**src/include/irq_pending_pkg.sv**
```systemverilog
// Constants and types for the interrupt request pending registers
`default_nettype none
package irq_pending_pkg;

   // Bus geometry
   localparam int unsigned ADDR_W       = 14;
   localparam int unsigned SOURCE_COUNT = 24;
   localparam int unsigned INDEX_W      = 5;

   // Printed register indices; byte address is four times the index
   localparam logic [11:0] PEND_A_INDEX = 12'hFC0;
   localparam logic [11:0] PEND_B_INDEX = 12'hFC3;
   localparam logic [11:0] PEND_C_INDEX = 12'hFC6;
   localparam logic [13:0] PEND_A_ADDR  = {PEND_A_INDEX, 2'h0};
   localparam logic [13:0] PEND_B_ADDR  = {PEND_B_INDEX, 2'h0};
   localparam logic [13:0] PEND_C_ADDR  = {PEND_C_INDEX, 2'h0};

   // Source enables and global control
   localparam logic [13:0] ENABLE_A_ADDR = 14'h3F30;
   localparam logic [13:0] ENABLE_B_ADDR = 14'h3F34;
   localparam logic [13:0] ENABLE_C_ADDR = 14'h3F38;
   localparam logic [13:0] CONTROL_ADDR  = 14'h3F3C;
   localparam int unsigned GLOBAL_ENABLE_BIT = 0;

   // Bit positions inside the first pending register
   localparam int unsigned TIMER_ONE_BIT       = 6;
   localparam int unsigned TIMER_ZERO_BIT      = 5;
   localparam int unsigned SERIAL_RECEIVE_BIT  = 4;
   localparam int unsigned SERIAL_TRANSMIT_BIT = 3;
   localparam int unsigned CONVERTER_BIT       = 0;

   // Implemented bits of each bank; reserved bits hold zero
   localparam logic [7:0]  PEND_A_MASK = 8'h79;
   localparam logic [7:0]  PEND_B_MASK = 8'hFF;
   localparam logic [7:0]  PEND_C_MASK = 8'h0F;
   localparam logic [23:0] PEND_MASK   = {PEND_C_MASK, PEND_B_MASK, PEND_A_MASK};

   // Values after reset
   localparam logic [23:0] PEND_RESET    = 24'h000000;
   localparam logic [23:0] ENABLE_RESET  = 24'h000000;
   localparam logic        CONTROL_RESET = 1'h0;

   // Bank selects toward the pending store
   localparam logic [1:0] BANK_A = 2'h0;
   localparam logic [1:0] BANK_B = 2'h1;
   localparam logic [1:0] BANK_C = 2'h2;

   // AXI responses
   localparam logic [1:0] RESP_OKAY   = 2'h0;
   localparam logic [1:0] RESP_DECERR = 2'h3;

   typedef enum logic [2:0] {
      SEL_NONE, SEL_PEND_A, SEL_PEND_B, SEL_PEND_C,
      SEL_EN_A, SEL_EN_B, SEL_EN_C, SEL_CTRL
   } reg_sel_t;

endpackage
`default_nettype wire

```
**src/include/pending_if.sv**
```systemverilog
// Link between the register front end and the pending store
`timescale 1ns/1ps
`default_nettype none
interface pending_if;
   logic [23:0] hw_set;
   logic        sw_write;
   logic [1:0]  sw_bank;
   logic [7:0]  sw_data;
   logic        ack_valid;
   logic [4:0]  ack_index;
   logic [23:0] pending;

   modport store (input hw_set, sw_write, sw_bank, sw_data, ack_valid, ack_index,
                  output pending);
   modport ctrl  (output hw_set, sw_write, sw_bank, sw_data, ack_valid, ack_index,
                  input pending);
endinterface
`default_nettype wire

```
**src/hw/pending_store.sv**
```systemverilog
// Sticky pending bits with hardware set, software write and acknowledge clear
`timescale 1ns/1ps
`default_nettype none
module pending_store (
   // Clock and reset
   input wire logic clk_in,
   input wire logic srst_in,
   // Front end link
   pending_if.store link
);
   typedef struct packed {
      logic [23:0] pending;
   } store_state_t;

   store_state_t cur;
   store_state_t next_state;
   logic [23:0]  set_bit;
   logic [23:0]  clr_bit;

   // Per-bit set and clear terms
   genvar i;
   generate
      for (i = 0; i < 24; i++) begin : g_bit
         logic write_hit;
         assign write_hit   = link.sw_write && (link.sw_bank == 2'(i / 8));
         assign set_bit[i]  = link.hw_set[i] || (write_hit && link.sw_data[i % 8]);
         assign clr_bit[i]  = (write_hit && !link.sw_data[i % 8])
                            || (link.ack_valid && link.ack_index == 5'(i));
      end
   endgenerate

   // Set beats clear so a coincident request survives
   always_comb begin
      next_state = cur;
      next_state.pending = ((cur.pending & ~clr_bit) | set_bit) & irq_pending_pkg::PEND_MASK;
   end

   always_ff @(posedge clk_in) begin
      if (srst_in) begin
         cur.pending <= irq_pending_pkg::PEND_RESET;
      end else begin
         cur <= next_state;
      end
   end

   assign link.pending = cur.pending;
endmodule
`default_nettype wire

```
**src/hw/pending_regs_top.sv**
```systemverilog
// Interrupt request pending registers with AXI4-Lite access and core forwarding
//
// Summary of operation
// - Watchdog and oscillator traps stay outside.
// - Request pulse sets its sticky pending bit.
// - Global enable on: forward source-enabled pending to core.
// - Global enable off: latch anyway, software polls.
// - Read returns one while request awaits service.
// - First bank: timers, serial, converter bits.
// - Second bank: port A pins, comparator.
// - Third bank: port C pins; upper reserved.
// - Core acknowledge clears that pending bit.
// - Writing zero clears the pending bit.
// - Writing one raises the request.
//
// Implementation choice: the AXI4-Lite slave port.
`timescale 1ns/1ps
`default_nettype none
module pending_regs_top (
   // Clock and reset
   input  wire logic        MCLK_IN,
   input  wire logic        SRST_IN,
   // AXI4-Lite write address
   input  wire logic [13:0] AXI_AWADDR_IN,
   input  wire logic        AXI_AWVALID_IN,
   output logic             AXI_AWREADY_OUT,
   // AXI4-Lite write data
   input  wire logic [31:0] AXI_WDATA_IN,
   input  wire logic [3:0]  AXI_WSTRB_IN,
   input  wire logic        AXI_WVALID_IN,
   output logic             AXI_WREADY_OUT,
   // AXI4-Lite write response
   output logic [1:0]       AXI_BRESP_OUT,
   output logic             AXI_BVALID_OUT,
   input  wire logic        AXI_BREADY_IN,
   // AXI4-Lite read address
   input  wire logic [13:0] AXI_ARADDR_IN,
   input  wire logic        AXI_ARVALID_IN,
   output logic             AXI_ARREADY_OUT,
   // AXI4-Lite read data
   output logic [31:0]      AXI_RDATA_OUT,
   output logic [1:0]       AXI_RRESP_OUT,
   output logic             AXI_RVALID_OUT,
   input  wire logic        AXI_RREADY_IN,
   // Request pulses from on-chip sources
   input  wire logic        TIMER_ONE_REQUEST_IN,
   input  wire logic        TIMER_ZERO_REQUEST_IN,
   input  wire logic        SERIAL_RECEIVE_REQUEST_IN,
   input  wire logic        SERIAL_TRANSMIT_REQUEST_IN,
   input  wire logic        CONVERTER_REQUEST_IN,
   input  wire logic        PORT_A_PIN7_REQUEST_IN,
   input  wire logic        PORT_A_PIN6_OR_COMPARATOR_REQUEST_IN,
   input  wire logic [5:0]  PORT_A_PIN_REQUEST_IN,
   input  wire logic [3:0]  PORT_C_PIN_REQUEST_IN,
   // Core acknowledge
   input  wire logic        ACK_VALID_IN,
   input  wire logic [4:0]  ACK_INDEX_IN,
   // Toward the core
   output logic             SERVICE_REQUEST_OUT,
   output logic [23:0]      PENDING_OUT,
   output logic             GLOBAL_INTERRUPT_ENABLE_OUT
);
   typedef struct packed {
      logic        awready;
      logic        wready;
      logic        bvalid;
      logic [1:0]  bresp;
      logic        arready;
      logic        rvalid;
      logic [1:0]  rresp;
      logic [31:0] rdata;
      logic        aw_held;
      logic [13:0] aw_addr;
      logic        w_held;
      logic [7:0]  w_data;
      logic        w_lane;
      logic        global_interrupt_enable;
      logic [23:0] enable;
      logic        service;
      logic [23:0] pending_copy;
   } top_state_t;

   top_state_t cur;
   top_state_t next_state;
   pending_if  link ();

   // Maps a byte address to a register; misaligned or unknown gives none
   function automatic irq_pending_pkg::reg_sel_t decode_addr(input logic [13:0] addr);
      irq_pending_pkg::reg_sel_t sel;
      sel = irq_pending_pkg::SEL_NONE;
      unique case (addr)
         irq_pending_pkg::PEND_A_ADDR:   sel = irq_pending_pkg::SEL_PEND_A;
         irq_pending_pkg::PEND_B_ADDR:   sel = irq_pending_pkg::SEL_PEND_B;
         irq_pending_pkg::PEND_C_ADDR:   sel = irq_pending_pkg::SEL_PEND_C;
         irq_pending_pkg::ENABLE_A_ADDR: sel = irq_pending_pkg::SEL_EN_A;
         irq_pending_pkg::ENABLE_B_ADDR: sel = irq_pending_pkg::SEL_EN_B;
         irq_pending_pkg::ENABLE_C_ADDR: sel = irq_pending_pkg::SEL_EN_C;
         irq_pending_pkg::CONTROL_ADDR:  sel = irq_pending_pkg::SEL_CTRL;
         default:                        sel = irq_pending_pkg::SEL_NONE;
      endcase
      return sel;
   endfunction

   // Source pulses are same-clock logic, so no synchroniser sits here
   assign link.hw_set[irq_pending_pkg::TIMER_ONE_BIT]       = TIMER_ONE_REQUEST_IN;
   assign link.hw_set[irq_pending_pkg::TIMER_ZERO_BIT]      = TIMER_ZERO_REQUEST_IN;
   assign link.hw_set[irq_pending_pkg::SERIAL_RECEIVE_BIT]  = SERIAL_RECEIVE_REQUEST_IN;
   assign link.hw_set[irq_pending_pkg::SERIAL_TRANSMIT_BIT] = SERIAL_TRANSMIT_REQUEST_IN;
   assign link.hw_set[irq_pending_pkg::CONVERTER_BIT]       = CONVERTER_REQUEST_IN;
   assign link.hw_set[7]                                    = 1'h0;
   assign link.hw_set[2:1]                                  = 2'h0;
   assign link.hw_set[15]    = PORT_A_PIN7_REQUEST_IN;
   assign link.hw_set[14]    = PORT_A_PIN6_OR_COMPARATOR_REQUEST_IN;
   assign link.hw_set[13:8]  = PORT_A_PIN_REQUEST_IN;
   assign link.hw_set[23:20] = 4'h0;
   assign link.hw_set[19:16] = PORT_C_PIN_REQUEST_IN;

   // Acknowledge goes straight to the store
   assign link.ack_valid = ACK_VALID_IN;
   assign link.ack_index = ACK_INDEX_IN;

   pending_store u_store (
      .clk_in  (MCLK_IN),
      .srst_in (SRST_IN),
      .link    (link)
   );

   // Bus slave, software writes and forwarding
   always_comb begin
      irq_pending_pkg::reg_sel_t wsel;
      irq_pending_pkg::reg_sel_t rsel;
      logic [7:0] rbyte;
      wsel          = decode_addr(cur.aw_addr);
      rsel          = decode_addr(AXI_ARADDR_IN);
      rbyte         = 8'h00;
      next_state    = cur;
      link.sw_write = 1'h0;
      link.sw_bank  = irq_pending_pkg::BANK_A;
      link.sw_data  = cur.w_data;

      // Address and data are taken independently
      if (cur.awready && AXI_AWVALID_IN) begin
         next_state.aw_held = 1'h1;
         next_state.aw_addr = AXI_AWADDR_IN;
      end
      if (cur.wready && AXI_WVALID_IN) begin
         next_state.w_held = 1'h1;
         next_state.w_data = AXI_WDATA_IN[7:0];
         next_state.w_lane = AXI_WSTRB_IN[0];
      end

      // Acknowledge drops the global enable; a same-cycle software set wins
      if (ACK_VALID_IN) begin
         next_state.global_interrupt_enable = 1'h0;
      end

      // Both halves present: perform the write and answer
      if (cur.aw_held && cur.w_held && !cur.bvalid) begin
         next_state.aw_held = 1'h0;
         next_state.w_held  = 1'h0;
         next_state.bvalid  = 1'h1;
         next_state.bresp   = (wsel == irq_pending_pkg::SEL_NONE) ?
                              irq_pending_pkg::RESP_DECERR : irq_pending_pkg::RESP_OKAY;
         if (cur.w_lane) begin
            unique case (wsel)
               irq_pending_pkg::SEL_PEND_A: begin
                  link.sw_write = 1'h1;
                  link.sw_bank  = irq_pending_pkg::BANK_A;
               end
               irq_pending_pkg::SEL_PEND_B: begin
                  link.sw_write = 1'h1;
                  link.sw_bank  = irq_pending_pkg::BANK_B;
               end
               irq_pending_pkg::SEL_PEND_C: begin
                  link.sw_write = 1'h1;
                  link.sw_bank  = irq_pending_pkg::BANK_C;
               end
               irq_pending_pkg::SEL_EN_A: begin
                  next_state.enable[7:0] = cur.w_data & irq_pending_pkg::PEND_A_MASK;
               end
               irq_pending_pkg::SEL_EN_B: begin
                  next_state.enable[15:8] = cur.w_data & irq_pending_pkg::PEND_B_MASK;
               end
               irq_pending_pkg::SEL_EN_C: begin
                  next_state.enable[23:16] = cur.w_data & irq_pending_pkg::PEND_C_MASK;
               end
               irq_pending_pkg::SEL_CTRL: begin
                  next_state.global_interrupt_enable =
                     cur.w_data[irq_pending_pkg::GLOBAL_ENABLE_BIT];
               end
               irq_pending_pkg::SEL_NONE: begin
               end
            endcase
         end
      end
      if (cur.bvalid && AXI_BREADY_IN) begin
         next_state.bvalid = 1'h0;
      end

      // Read path; pending reads show the live sticky bits
      unique case (rsel)
         irq_pending_pkg::SEL_PEND_A: rbyte = link.pending[7:0];
         irq_pending_pkg::SEL_PEND_B: rbyte = link.pending[15:8];
         irq_pending_pkg::SEL_PEND_C: rbyte = link.pending[23:16];
         irq_pending_pkg::SEL_EN_A:   rbyte = cur.enable[7:0];
         irq_pending_pkg::SEL_EN_B:   rbyte = cur.enable[15:8];
         irq_pending_pkg::SEL_EN_C:   rbyte = cur.enable[23:16];
         irq_pending_pkg::SEL_CTRL:   rbyte = {7'h00, cur.global_interrupt_enable};
         irq_pending_pkg::SEL_NONE:   rbyte = 8'h00;
      endcase
      if (cur.arready && AXI_ARVALID_IN) begin
         next_state.rvalid = 1'h1;
         next_state.rdata  = {24'h000000, rbyte};
         next_state.rresp  = (rsel == irq_pending_pkg::SEL_NONE) ?
                             irq_pending_pkg::RESP_DECERR : irq_pending_pkg::RESP_OKAY;
      end
      if (cur.rvalid && AXI_RREADY_IN) begin
         next_state.rvalid = 1'h0;
      end

      // One write and one read in flight; ready stays low until answered
      next_state.awready = !next_state.aw_held && !next_state.bvalid;
      next_state.wready  = !next_state.w_held && !next_state.bvalid;
      next_state.arready = !next_state.rvalid;

      // Vectored forwarding only while globally enabled
      next_state.service      = cur.global_interrupt_enable
                              && |(link.pending & cur.enable);
      next_state.pending_copy = link.pending;
   end

   // Synchronous reset; ready outputs rise one edge after release
   always_ff @(posedge MCLK_IN) begin
      if (SRST_IN) begin
         cur <= '0;
         cur.enable                  <= irq_pending_pkg::ENABLE_RESET;
         cur.global_interrupt_enable <= irq_pending_pkg::CONTROL_RESET;
         cur.pending_copy            <= irq_pending_pkg::PEND_RESET;
      end else begin
         cur <= next_state;
      end
   end

   // Outputs straight from flops
   assign AXI_AWREADY_OUT             = cur.awready;
   assign AXI_WREADY_OUT              = cur.wready;
   assign AXI_BVALID_OUT              = cur.bvalid;
   assign AXI_BRESP_OUT               = cur.bresp;
   assign AXI_ARREADY_OUT             = cur.arready;
   assign AXI_RVALID_OUT              = cur.rvalid;
   assign AXI_RRESP_OUT               = cur.rresp;
   assign AXI_RDATA_OUT               = cur.rdata;
   assign SERVICE_REQUEST_OUT         = cur.service;
   assign PENDING_OUT                 = cur.pending_copy;
   assign GLOBAL_INTERRUPT_ENABLE_OUT = cur.global_interrupt_enable;
endmodule
`default_nettype wire

```
**config.mk**
```make
export PLATFORM = sky130hd
export DESIGN_NAME = pending_regs_top
export DESIGN_NICKNAME = d
export VERILOG_FILES = /design/src/include/irq_pending_pkg.sv /design/src/include/pending_if.sv /design/src/hw/pending_store.sv /design/src/hw/pending_regs_top.sv
export SDC_FILE = /design/constraint.sdc
export NUM_CORES = 1
export LEC_CHECK = 0
export ABC_AREA = 1
export BUFFER_PORTS_ARGS = -buffer_cell sky130_fd_sc_hd__buf_4
export CAP_MARGIN = 20
export CORE_MARGIN = 2
export CORE_UTILIZATION = 51
export CTS_BUF_LIST = sky130_fd_sc_hd__clkbuf_8 sky130_fd_sc_hd__clkbuf_16
export CTS_CLUSTER_DIAMETER = 150
export CTS_CLUSTER_SIZE = 14
export DETAILED_ROUTE_END_ITERATION = 12
export PLACE_DENSITY = 0.81
export SLEW_MARGIN = 40
export SYNTH_ARGS = -nofsm -noshare
export SYNTH_HDL_FRONTEND = slang
export SYNTH_SLANG_ARGS = --single-unit
```
**constraint.sdc**
```tcl
create_clock -name MCLK_IN -period 1.7 [get_ports MCLK_IN]
set_clock_uncertainty 0.1 [all_clocks]
set_input_delay 0.085 -clock MCLK_IN [delete_from_list [all_inputs] [get_ports MCLK_IN]]
set_output_delay 0.085 -clock MCLK_IN [all_outputs]
set_load 0.03 [all_outputs]
```
**Yosys cells after proc, flatten, opt, wreduce, memory -nomap -nowiden**

Index checks and enable logic that the tools add are counted.

- Bits in registers: 98
- Input port bits: 94
- Word-level logic and storage cells: 231
- Output and inout port bits: 67

- Reduce and logical (&&, ||, !) cells: 132
- Bitwise gates (word level): 4
- Eq/ne operators: 49
- Multiplexer cells: 26

Operator list:

| operator | count |
|---|---|
| $eq A14 B14 Y1 const B | 14 |
| $logic_and A1 B1 Y1 | 73 |
| $pmux W8 S8 | 1 |
| $mux W25 | 2 |
| $pmux W3 S7 | 2 |
| $and A20 B20 Y20 | 2 |
| $eq A5 B4 Y1 const B | 8 |
| $logic_or A1 B1 Y1 | 37 |
| $mux W35 | 1 |
| $eq A3 B3 Y1 const B | 8 |
| $reduce_or A24 Y1 | 1 |
| $eq A5 B3 Y1 const B | 4 |
| $eq A5 B5 Y1 const B | 4 |
| $not A20 Y20 | 1 |
| $or A20 B20 Y20 | 1 |
| $mux W15 | 1 |
| $logic_not A1 Y1 | 13 |
| $eq A3 B2 Y1 const B | 4 |
| $eq A5 B2 Y1 const B | 2 |
| $mux W10 | 1 |
| $mux W1 | 9 |
| $reduce_and A3 Y1 | 3 |
| $mux W2 | 4 |
| $mux W8 | 1 |
| other kinds (12) | 14 |

**Logic depth before layout (Yosys ltp)**

Gate-level depths: netlist (run 1).

- Depth after elaboration: 13
- Gate-level depth with buffers: 12
- Mapped depth without buffers: 12

**Modules after synthesis**

Synthesis (run 1) repeated with hierarchy kept, for this count alone.

- Cells, all modules: 773
- Area total of the unflattened synthesis: 5325.1 um2

By module, submodules not included:

| module | area each (um2) | times used | sequential area each (um2) | cells an instance |
|---|---|---|---|---|
| pending_regs_top | 4035.1 | 1 | 1661.6 | 567 |
| pending_store | 1290.0 | 1 | 340.3 | 206 |

**Worst setup path before layout (run 1)**

No wires, ideal clock.

- Path kind: register to register
- Start point: register cur (netlist bit AXI_BVALID_OUT)
- End point: register, netlist name u_store.link.pending[14]
- Data arrival time: 1.389 ns
- Path slack: 0.071 ns
- Clock period less this slack: 1.629 ns
- Buffers on the path: 1
- Data required time: 1.459 ns
- Stages on the path, launching flop included: 8
- Library setup time: 0.141 ns
- Cells stage by stage: dfxtp_1 nor3_2 inv_1 nor3_4 buf_8 nand2_1 nand3_1 a21oi_2

- Word-level cells in the longest chain between the ends: 10
- Elaborated cells between the ends (all ways): 13
- Those cells by class: 1 x eq/ne; 2 x mux; 3 x bitwise; 7 x reduce/logical

Ends and longest elaborated chain:

| element | RTL line | source |
|---|---|---|
| start: declaration | pending_regs_top.sv:83 | `top_state_t cur;` |
| start signal: assignment | pending_regs_top.sv:240 | `cur <= next_state;` |
| $logic_not A1 Y1 * | pending_regs_top.sv:158 | `if (cur.aw_held && cur.w_held && !cur.bvalid) begin` |
| $logic_and A1 B1 Y1 * | pending_regs_top.sv:158 |  |
| $mux W2 | pending_regs_top.sv:158 |  |
| $eq A2 B1 Y1 | pending_store.sv:25 | `assign write_hit = link.sw_write && (link.sw_bank == 2'(i / 8));` |
| $logic_and A1 B1 Y1 * | pending_store.sv:25 |  |
| $logic_and A1 B1 Y1 | pending_store.sv:27 | `assign clr_bit[i] = (write_hit && !link.sw_data[i % 8])` |
| $logic_or A1 B1 Y1 | pending_store.sv:28 | `\|\| (link.ack_valid && link.ack_index == 5'(i));` |
| $not A20 Y20 | pending_store.sv:35 | `next_state.pending = ((cur.pending & ~clr_bit) \| set_bit) & irq_pending_pkg::PEND_MASK;` |
| $and A20 B20 Y20 | pending_store.sv:35 |  |
| $or A20 B20 Y20 * | pending_store.sv:35 |  |

Mark *: on every way between the ends. The rest lies on a longest branch, timed or not.
A chain may end at the register's enable or synchronous reset.

**Worst setup path in the final report (run 1)**

- Start point: register cur[68] (netlist name)
- End point: register, netlist name u_store.link.pending[14]

- Word-level cells in the longest chain between the ends: 13
- Elaborated cells between the ends (all ways): 27
- Those cells by class: 11 x eq/ne; 7 x mux; 3 x bitwise; 6 x reduce/logical

Ends and longest elaborated chain:

| element | RTL line | source |
|---|---|---|
| $eq A14 B14 Y1 | pending_regs_top.sv:91 | `unique case (addr)` |
| $pmux W3 S7 * | pending_regs_top.sv:91 |  |
| $eq A3 B2 Y1 / $eq A3 B1 Y1 (equally long branches) | pending_regs_top.sv:165 | `unique case (wsel)` |
| $pmux W2 S2 / $reduce_or A3 Y1 (equally long branches) | -- |  |
| $mux W2 / $mux W1 (equally long branches) | pending_regs_top.sv:164, pending_regs_top.sv:165 |  |
| $mux W2 / $mux W1 (equally long branches) | pending_regs_top.sv:158, pending_regs_top.sv:164 |  |
| $eq A2 B1 Y1 / $mux W1 (equally long branches) | pending_store.sv:25, pending_regs_top.sv:158 |  |
| $logic_and A1 B1 Y1 * | pending_store.sv:25 |  |
| $logic_and A1 B1 Y1 | pending_store.sv:27 |  |
| $logic_or A1 B1 Y1 | pending_store.sv:28 |  |
| $not A20 Y20 | pending_store.sv:35 |  |
| $and A20 B20 Y20 | pending_store.sv:35 |  |
| $or A20 B20 Y20 * | pending_store.sv:35 |  |

Marks and branches as above.

==> results of run 1 <==
## through the flow
step                      std cells  power (mW)  hold WS, ns  area (µm²)
after floorplan                 711        2.95        0.143        4950
after global placement          879        3.15        0.237        5480
after detailed placement        879        3.17        0.243        5480
after CTS                       940        4.65      0.00130        6120
after global routing            947        4.87       0.0295        6340
final                           947        4.67       0.0152        6340
## flip-flops by register name, indices dropped and copies added (netlist names)
name and cells:
AXI_RRESP_OUT 1, GLOBAL_INTERRUPT_ENABLE_OUT 1, SERVICE_REQUEST_OUT 1, AXI_RVALID_OUT 1
u_store.link.pending 17, AXI_AWREADY_OUT 1, AXI_WREADY_OUT 1, cur 34
AXI_BVALID_OUT 1, PENDING_OUT 17, AXI_BRESP_OUT 1, AXI_ARREADY_OUT 1
AXI_RDATA_OUT 8, link.sw_data 8
## report_power, final
group	internal [mW]	total [mW]	switching, mW
clock network	0.565	1.43	0.864
logic	0.337	0.829	0.493
registers	2.29	2.41	0.119
## worst paths after layout
path,endpoint,startpoint,slack [ns],cells after the start
max,u_store.link.pending[14]$_SDFF_PP0_,cur[68]$_SDFFE_PP0P_,-0.07,11
min,u_store.link.pending[17]$_SDFF_PP0_,PORT_C_PIN_REQUEST_IN[1],0.02,4
min reg2reg,AXI_AWREADY_OUT$_SDFF_PP0_,cur[74]$_SDFF_PP0_,0.35,1
max reg2reg,u_store.link.pending[14]$_SDFF_PP0_,cur[68]$_SDFFE_PP0P_,-0.07,11
## critical path: cells and delay by family (launching register included)
family | cells | cell delay, ns
AOI/OAI and AO/OA | 1 | 0.05
buffers and inverters | 3 | 0.34
DFF | 1 | 0.35
and+or+nand+nor | 7 | 0.77
## cell usage after synthesis (2+ instances only)
| cell type | number |
|---|---|
| nand3_1 | 75 |
| nand2_2 | 3 |
| a21oi_1 | 48 |
| inv_1 | 81 |
| nor2_4 | 3 |
| nor2_2 | 2 |
| nor3_1 | 3 |
| a22o_1 | 4 |
| a21oi_2 | 16 |
| nor4_2 | 2 |
| nor2_1 | 66 |
| buf_4 | 61 |
| inv_2 | 3 |
| dfxtp_1 | 93 |
| clkinv_1 | 2 |
| nor4_1 | 2 |
| o211ai_1 | 2 |
| nand3_2 | 3 |
| nand2_1 | 130 |
| nor3_4 | 2 |
| clkbuf_1 | 16 |
| a211oi_1 | 4 |
| o21bai_1 | 8 |
| nand4_1 | 7 |
| o21ai_0 | 31 |
| nor3_2 | 2 |
| nand3b_1 | 2 |
## area by class of cell
class	instances	area, µm²	area share, %
Timing Repair Buffer	169	1420	22.3
Tap cell	129	161	2.55
Sequential cell	93	1870	29.5
Multi-Input combinational cell	453	2370	37.5
Clock inverter	7	63.8	1.01
Inverter	87	329	5.19
Clock buffer	9	124	1.95
## logic make-up (layout without fill, tap and decap cells)
family	Yosys count	in the layout
and+or+nand+nor	306	307
buffers and inverters	166	272
AOI/OAI and AO/OA	115	115
DFF	93	93
other	1	31
## per-layer routing
layer / part of all wire (%) / GRT usage [%]
met5: 0 / 0
met4: 3.0 / 11.5
met3: 8.0 / 4.83
met2: 48 / 41.5
met1: 41 / 31.6
## repair_timing
action,CTS,global route
cloned,1,1
setup endpoints to repair,13,35
pin swaps,1,17
resized for setup,3,40
endpoints found under the hold margin,45,0
hold buffers,42,0
buffers inserted,2,6
==> impl_results.md, run 1 <==
- Leak: 2.90 nW
- Placed wire-length estimate: 9.14 mm
- Ys flop type: dfxtp_1
- Die Y: 101 µm
- Setup TNS: -0.417 ns
- Initial antenna violation count: 0
- Violated checks: negative setup slack
- Register area share after synthesis: 38.4%
- Initial core utilization: 52.4%
- Worst Tran Pin Value: 0.666 ns
- Vias per cell: 5.06
- CTS Sinks: 93
- Tmin final: 1.77 ns
- Die W: 101 µm
- Total CTS buffers: 9
- Total die area: 10300 µm²
- Critical path required time: 1.83 ns
- Pre-CTS setup slack: -0.0183 ns
- RSZ-0062 raised after global routing: yes
- TritonCTS clock tree: done
- Critical path endpoint category: flip-flop
- # setup viols final: 8
- CP Class: reg2reg
- Cells after synthesis: 681
- Cell Area, Synth: 4840 µm²
- Slew Limit Fails: 0
- DRC: 0
- Crit path launch type: flip-flop
- First-pass GRT wire length: 20.2 mm
- Syn. warnings: 0
- Global Route Usage Sum: 25.0%
- H-tree depth: 3
- Vias in the first global route: 4227
- Boundary Pins: 161
- CTS root buf: clkbuf_8
- Worst min path class: in2reg
- Worst path most repeated cell: buf_12
- Critical path arrival: 1.90 ns
- Relative slew slack: 55.6%
- Final hold viol count: 0
- Compound-Gate Fraction of Synth Area: 14.2%
- Layout overhead on the synthesized area: 30.9%
- Clk buf depth: 2
- Most frequent cells in the layout: buf_4, nand2_1, dfxtp_1
- Synthesized flop and latch total: 93
- Filler cells: 729
- Initial drt markers: 254
- Mux share of post-synthesis cell area: 0%
- Routed WL per cell: 13.9 µm
- Final WL: 13.2 mm
- CP Cell Sequence: nand2_2, inv_2, nand2_4, nor2_8, buf_12, nand3b_4, nor3_4, buf_12, nand2_1, nand3_1, a21oi_2
- PortBufs: 102
- Maxcap violations: 0
- Crit-path max FO: 8
- Final antenna diode count: 0
- Post-layout worst setup margin: -0.0684 ns
- Synth cell types: 37
- Synth top area share: 38.4%
- Max Fclk: 565 MHz
- Layout cell share with drive strength beyond 1: 26.7%
- Post-synthesis simple-gate area fraction: 29.4%
- Row count: 35
- Largest family of logic cells by synthesized area: simple AND/OR/NAND/NOR gates
- Most common cell after layout, fill and taps aside: buf_4
- Layout Nets: 907
- Final Cycle Share: 104%
- Routed Antenna Nets: 0
- Yosys top cell by area: dfxtp_1
- Pwr/cell area: 737 nW/µm²
- Slowest stage delay, CP: 0.35 ns
- Largest net degree at the start of global routing: 61
- 1st-pass router iterations: 5
- Status: finished with violations
- XOR/XNOR Fraction of Synth Area: 0%
- Synth Area in Adders: 0%
- Syn_area_per_cell: 7.11 µm²
- Gpl congestion: 0.932
- Clk_lat worst skew: 0.37 ns
- Max rail drop VDD: 0.411 mV
- Fraction of synthesis flops using an asynchronous set or reset pin: 0%
- Slowest cell on the critical path: dfxtp_2
- Gr ovfl total: 0
- Most area-consuming cells after synthesis: dfxtp_1, nand2_1, buf_4
- Core area: 9240 µm²
- EDFF count, synth: 0
- Fin util: 68.6%
- Vias: 4795
- Clock transition at the registers of the reported paths: 0.10 ns
(Power assumes the default switching activity.)
==> run 2: changes to the inputs <==
Settings changed: CELL_PAD_IN_SITES_DETAIL_PLACEMENT from default to 2, CELL_PAD_IN_SITES_GLOBAL_PLACEMENT from default to 2, CORE_UTILIZATION 51 to 27, PLACE_DENSITY 0.81 to 0.8.
==> run 2 against run 1 <==
The flow finishes with violations (negative hold slack, negative setup slack). Power up 18%. First-iteration DRC count down 52%. Wire length up 46%. Clock power up 49%. Fmax down 1.4%. Flip-flop and latch count unchanged. Worst hold slack worse by 0.022 ns. Via count up 3.2%. Non-clock buffer count up 12.
==> impl_results.md, run 2 (same netlist as run 1, synthesis figures left out) <==
- Total die area: 19000 µm²
- Global Route Usage Sum: 20.3%
- Max reg flops: 34
- Finished Layout Cells: 1054
- CTS root buf: clkbuf_16
- Placed insts: 983
- Relative slew slack: 52.1%
- Critical path endpoint category: flip-flop
- CP Class: reg2reg
- Layout Nets: 918
- Slowest cell on the critical path: dfxtp_2
- Multi-input logic area: 2470 µm²
- Violated checks: negative hold slack, negative setup slack
- Die W: 138 µm
- DRC: 0
- Buf/Inv on CP: 2
- Final antenna diode count: 0
- # setup viols final: 28
- Filler cells: 2026
- First-pass GRT wire length: 29.4 mm
- Critical path arrival: 1.91 ns
- Placed wire-length estimate: 13.2 mm
- Largest net degree at the start of global routing: 61
- CP Cell Sequence: nor2_4, nand3_1, nand3b_4, nor3_4, buf_12, buf_12, nand2_4, nand3_2, a21oi_2
- H-tree depth: 3
- Row count: 48
- PortBufs: 102
- Most common cell after layout, fill and taps aside: buf_4
- Crit-path max FO: 8
- Total CTS buffers: 9
- Initial core utilization: 27.8%
- Sequential Area: 1870 µm²
- Slew Limit Fails: 0
- Pwr/cell area: 812 nW/µm²
- Post-layout worst setup margin: -0.0932 ns
- Final hold viol count: 1
- Global routing usage on met2: 38.9%
- 1st-pass router iterations: 4
- Fin Hold WS: -0.00711 ns
- Vias: 4950
- Layout cell share with drive strength beyond 1: 29.8%
- Crit path launch type: flip-flop
- Clk buf depth: 2
- Max Fclk: 558 MHz
- Maxcap violations: 0
- Slowest stage delay, CP: 0.34 ns
- TritonCTS clock tree: done
- Clk_lat worst skew: 0.36 ns
- Worst Tran Pin Value: 0.718 ns
- Tmin final: 1.79 ns
- Pwr Total: 5.51 mW
- Worst path top cell family by delay: simple AND/OR/NAND/NOR gates
- RSZ-0062 raised after global routing: yes
- Core area: 17400 µm²
- Vias in the first global route: 5430
- Most frequent cells in the layout: buf_4, nand2_1, dfxtp_1
- GRT busiest layer: met2
- Worst min path class: in2reg
- Die Y: 138 µm
- Layout overhead on the synthesized area: 40.3%
- Vias per cell: 4.70
- Grt met1 use: 22.6%
- Final WL: 19.2 mm
- Initial drt markers: 123
- Gr ovfl total: 0
- Reg with most FFs: cur
- Leak: 3.01 nW
- Critical path required time: 1.82 ns
- Clock transition at the registers of the reported paths: 0.08 ns
- M3 GR Usage: 2.56%
- Status: finished with violations
- Final Cycle Share: 105%
- Pre-CTS setup slack: -0.106 ns
- Routed Antenna Nets: 0
- Initial antenna violation count: 0
- Boundary Pins: 161
- Routed WL per cell: 18.2 µm
- Gpl congestion: 0.908
- Max rail drop VDD: 0.514 mV
- Worst path most repeated cell: buf_12
- CTS Sinks: 93
run 2: timing repair:
item | in CTS | in global routing
buffers inserted | 11 | 4
hold buffers | 39 | 0
endpoints found under the setup margin | 30 | 36
hold endpoints to repair | 39 | 0
cloned | 1 | 0
pin swaps | 8 | 16
gates resized for setup | 37 | 32
run 2: cell type report:
type	count	area share [%]
inverter	87	4.83
sequential	93	27.5
multi-input combinational	452	36.3
timing repair buffer	181	22.7
clock buffer	9	3.32
clock inverter	7	1.20
tap	225	4.15
run 2: per-layer routing:
metal  vias to the layer above  routed length [µm]
li1                       2395                   -
met1                      2400                7620
met2                       119               10300
met3                        36                 600
met4                         0                 700
met5                         -                   0
run 2: where the power goes:
group	internal (mW)	switching (mW)	leakage, nW
clock	1.16	0.972	0.147
combinational	0.385	0.581	2.10
sequential	2.29	0.122	0.766
run 2: path summary, 6_finish.rpt:
kind / from / endpoint / slack (ns) / cells past startpoint
worst max-delay path: cur[60]$_SDFFE_PP0P_ / u_store.link.pending[9]$_SDFF_PP0_ / -0.09 / 9
worst min-delay path: PORT_C_PIN_REQUEST_IN[3] / u_store.link.pending[19]$_SDFF_PP0_ / -0.007 / 4
worst max register to register: cur[60]$_SDFFE_PP0P_ / u_store.link.pending[9]$_SDFF_PP0_ / -0.09 / 9
worst min register to register: cur[59]$_SDFF_PP0_ / AXI_WREADY_OUT$_SDFF_PP0_ / 0.36 / 1
run 2: per-stage QoR:
stage,utilization (%),cell area [µm²],setup TNS (ns)
after floorplan,-,4950,0
after global placement,32.6,5670,0
after detailed placement,32.6,5670,-1.21
after CTS,38.0,6630,-0.510
after global routing,39.0,6790,-4.53
final,39.0,6790,-1.25
run 2: worst register-to-register path, stage by stage (launching register included):
cell and delay [ns]:
dfxtp_2 0.34, nor2_4 0.23, nand3_1 0.16, nand3b_4 0.20, nor3_4 0.15, buf_12 0.14
buf_12 0.14, nand2_4 0.06, nand3_2 0.09, a21oi_2 0.06
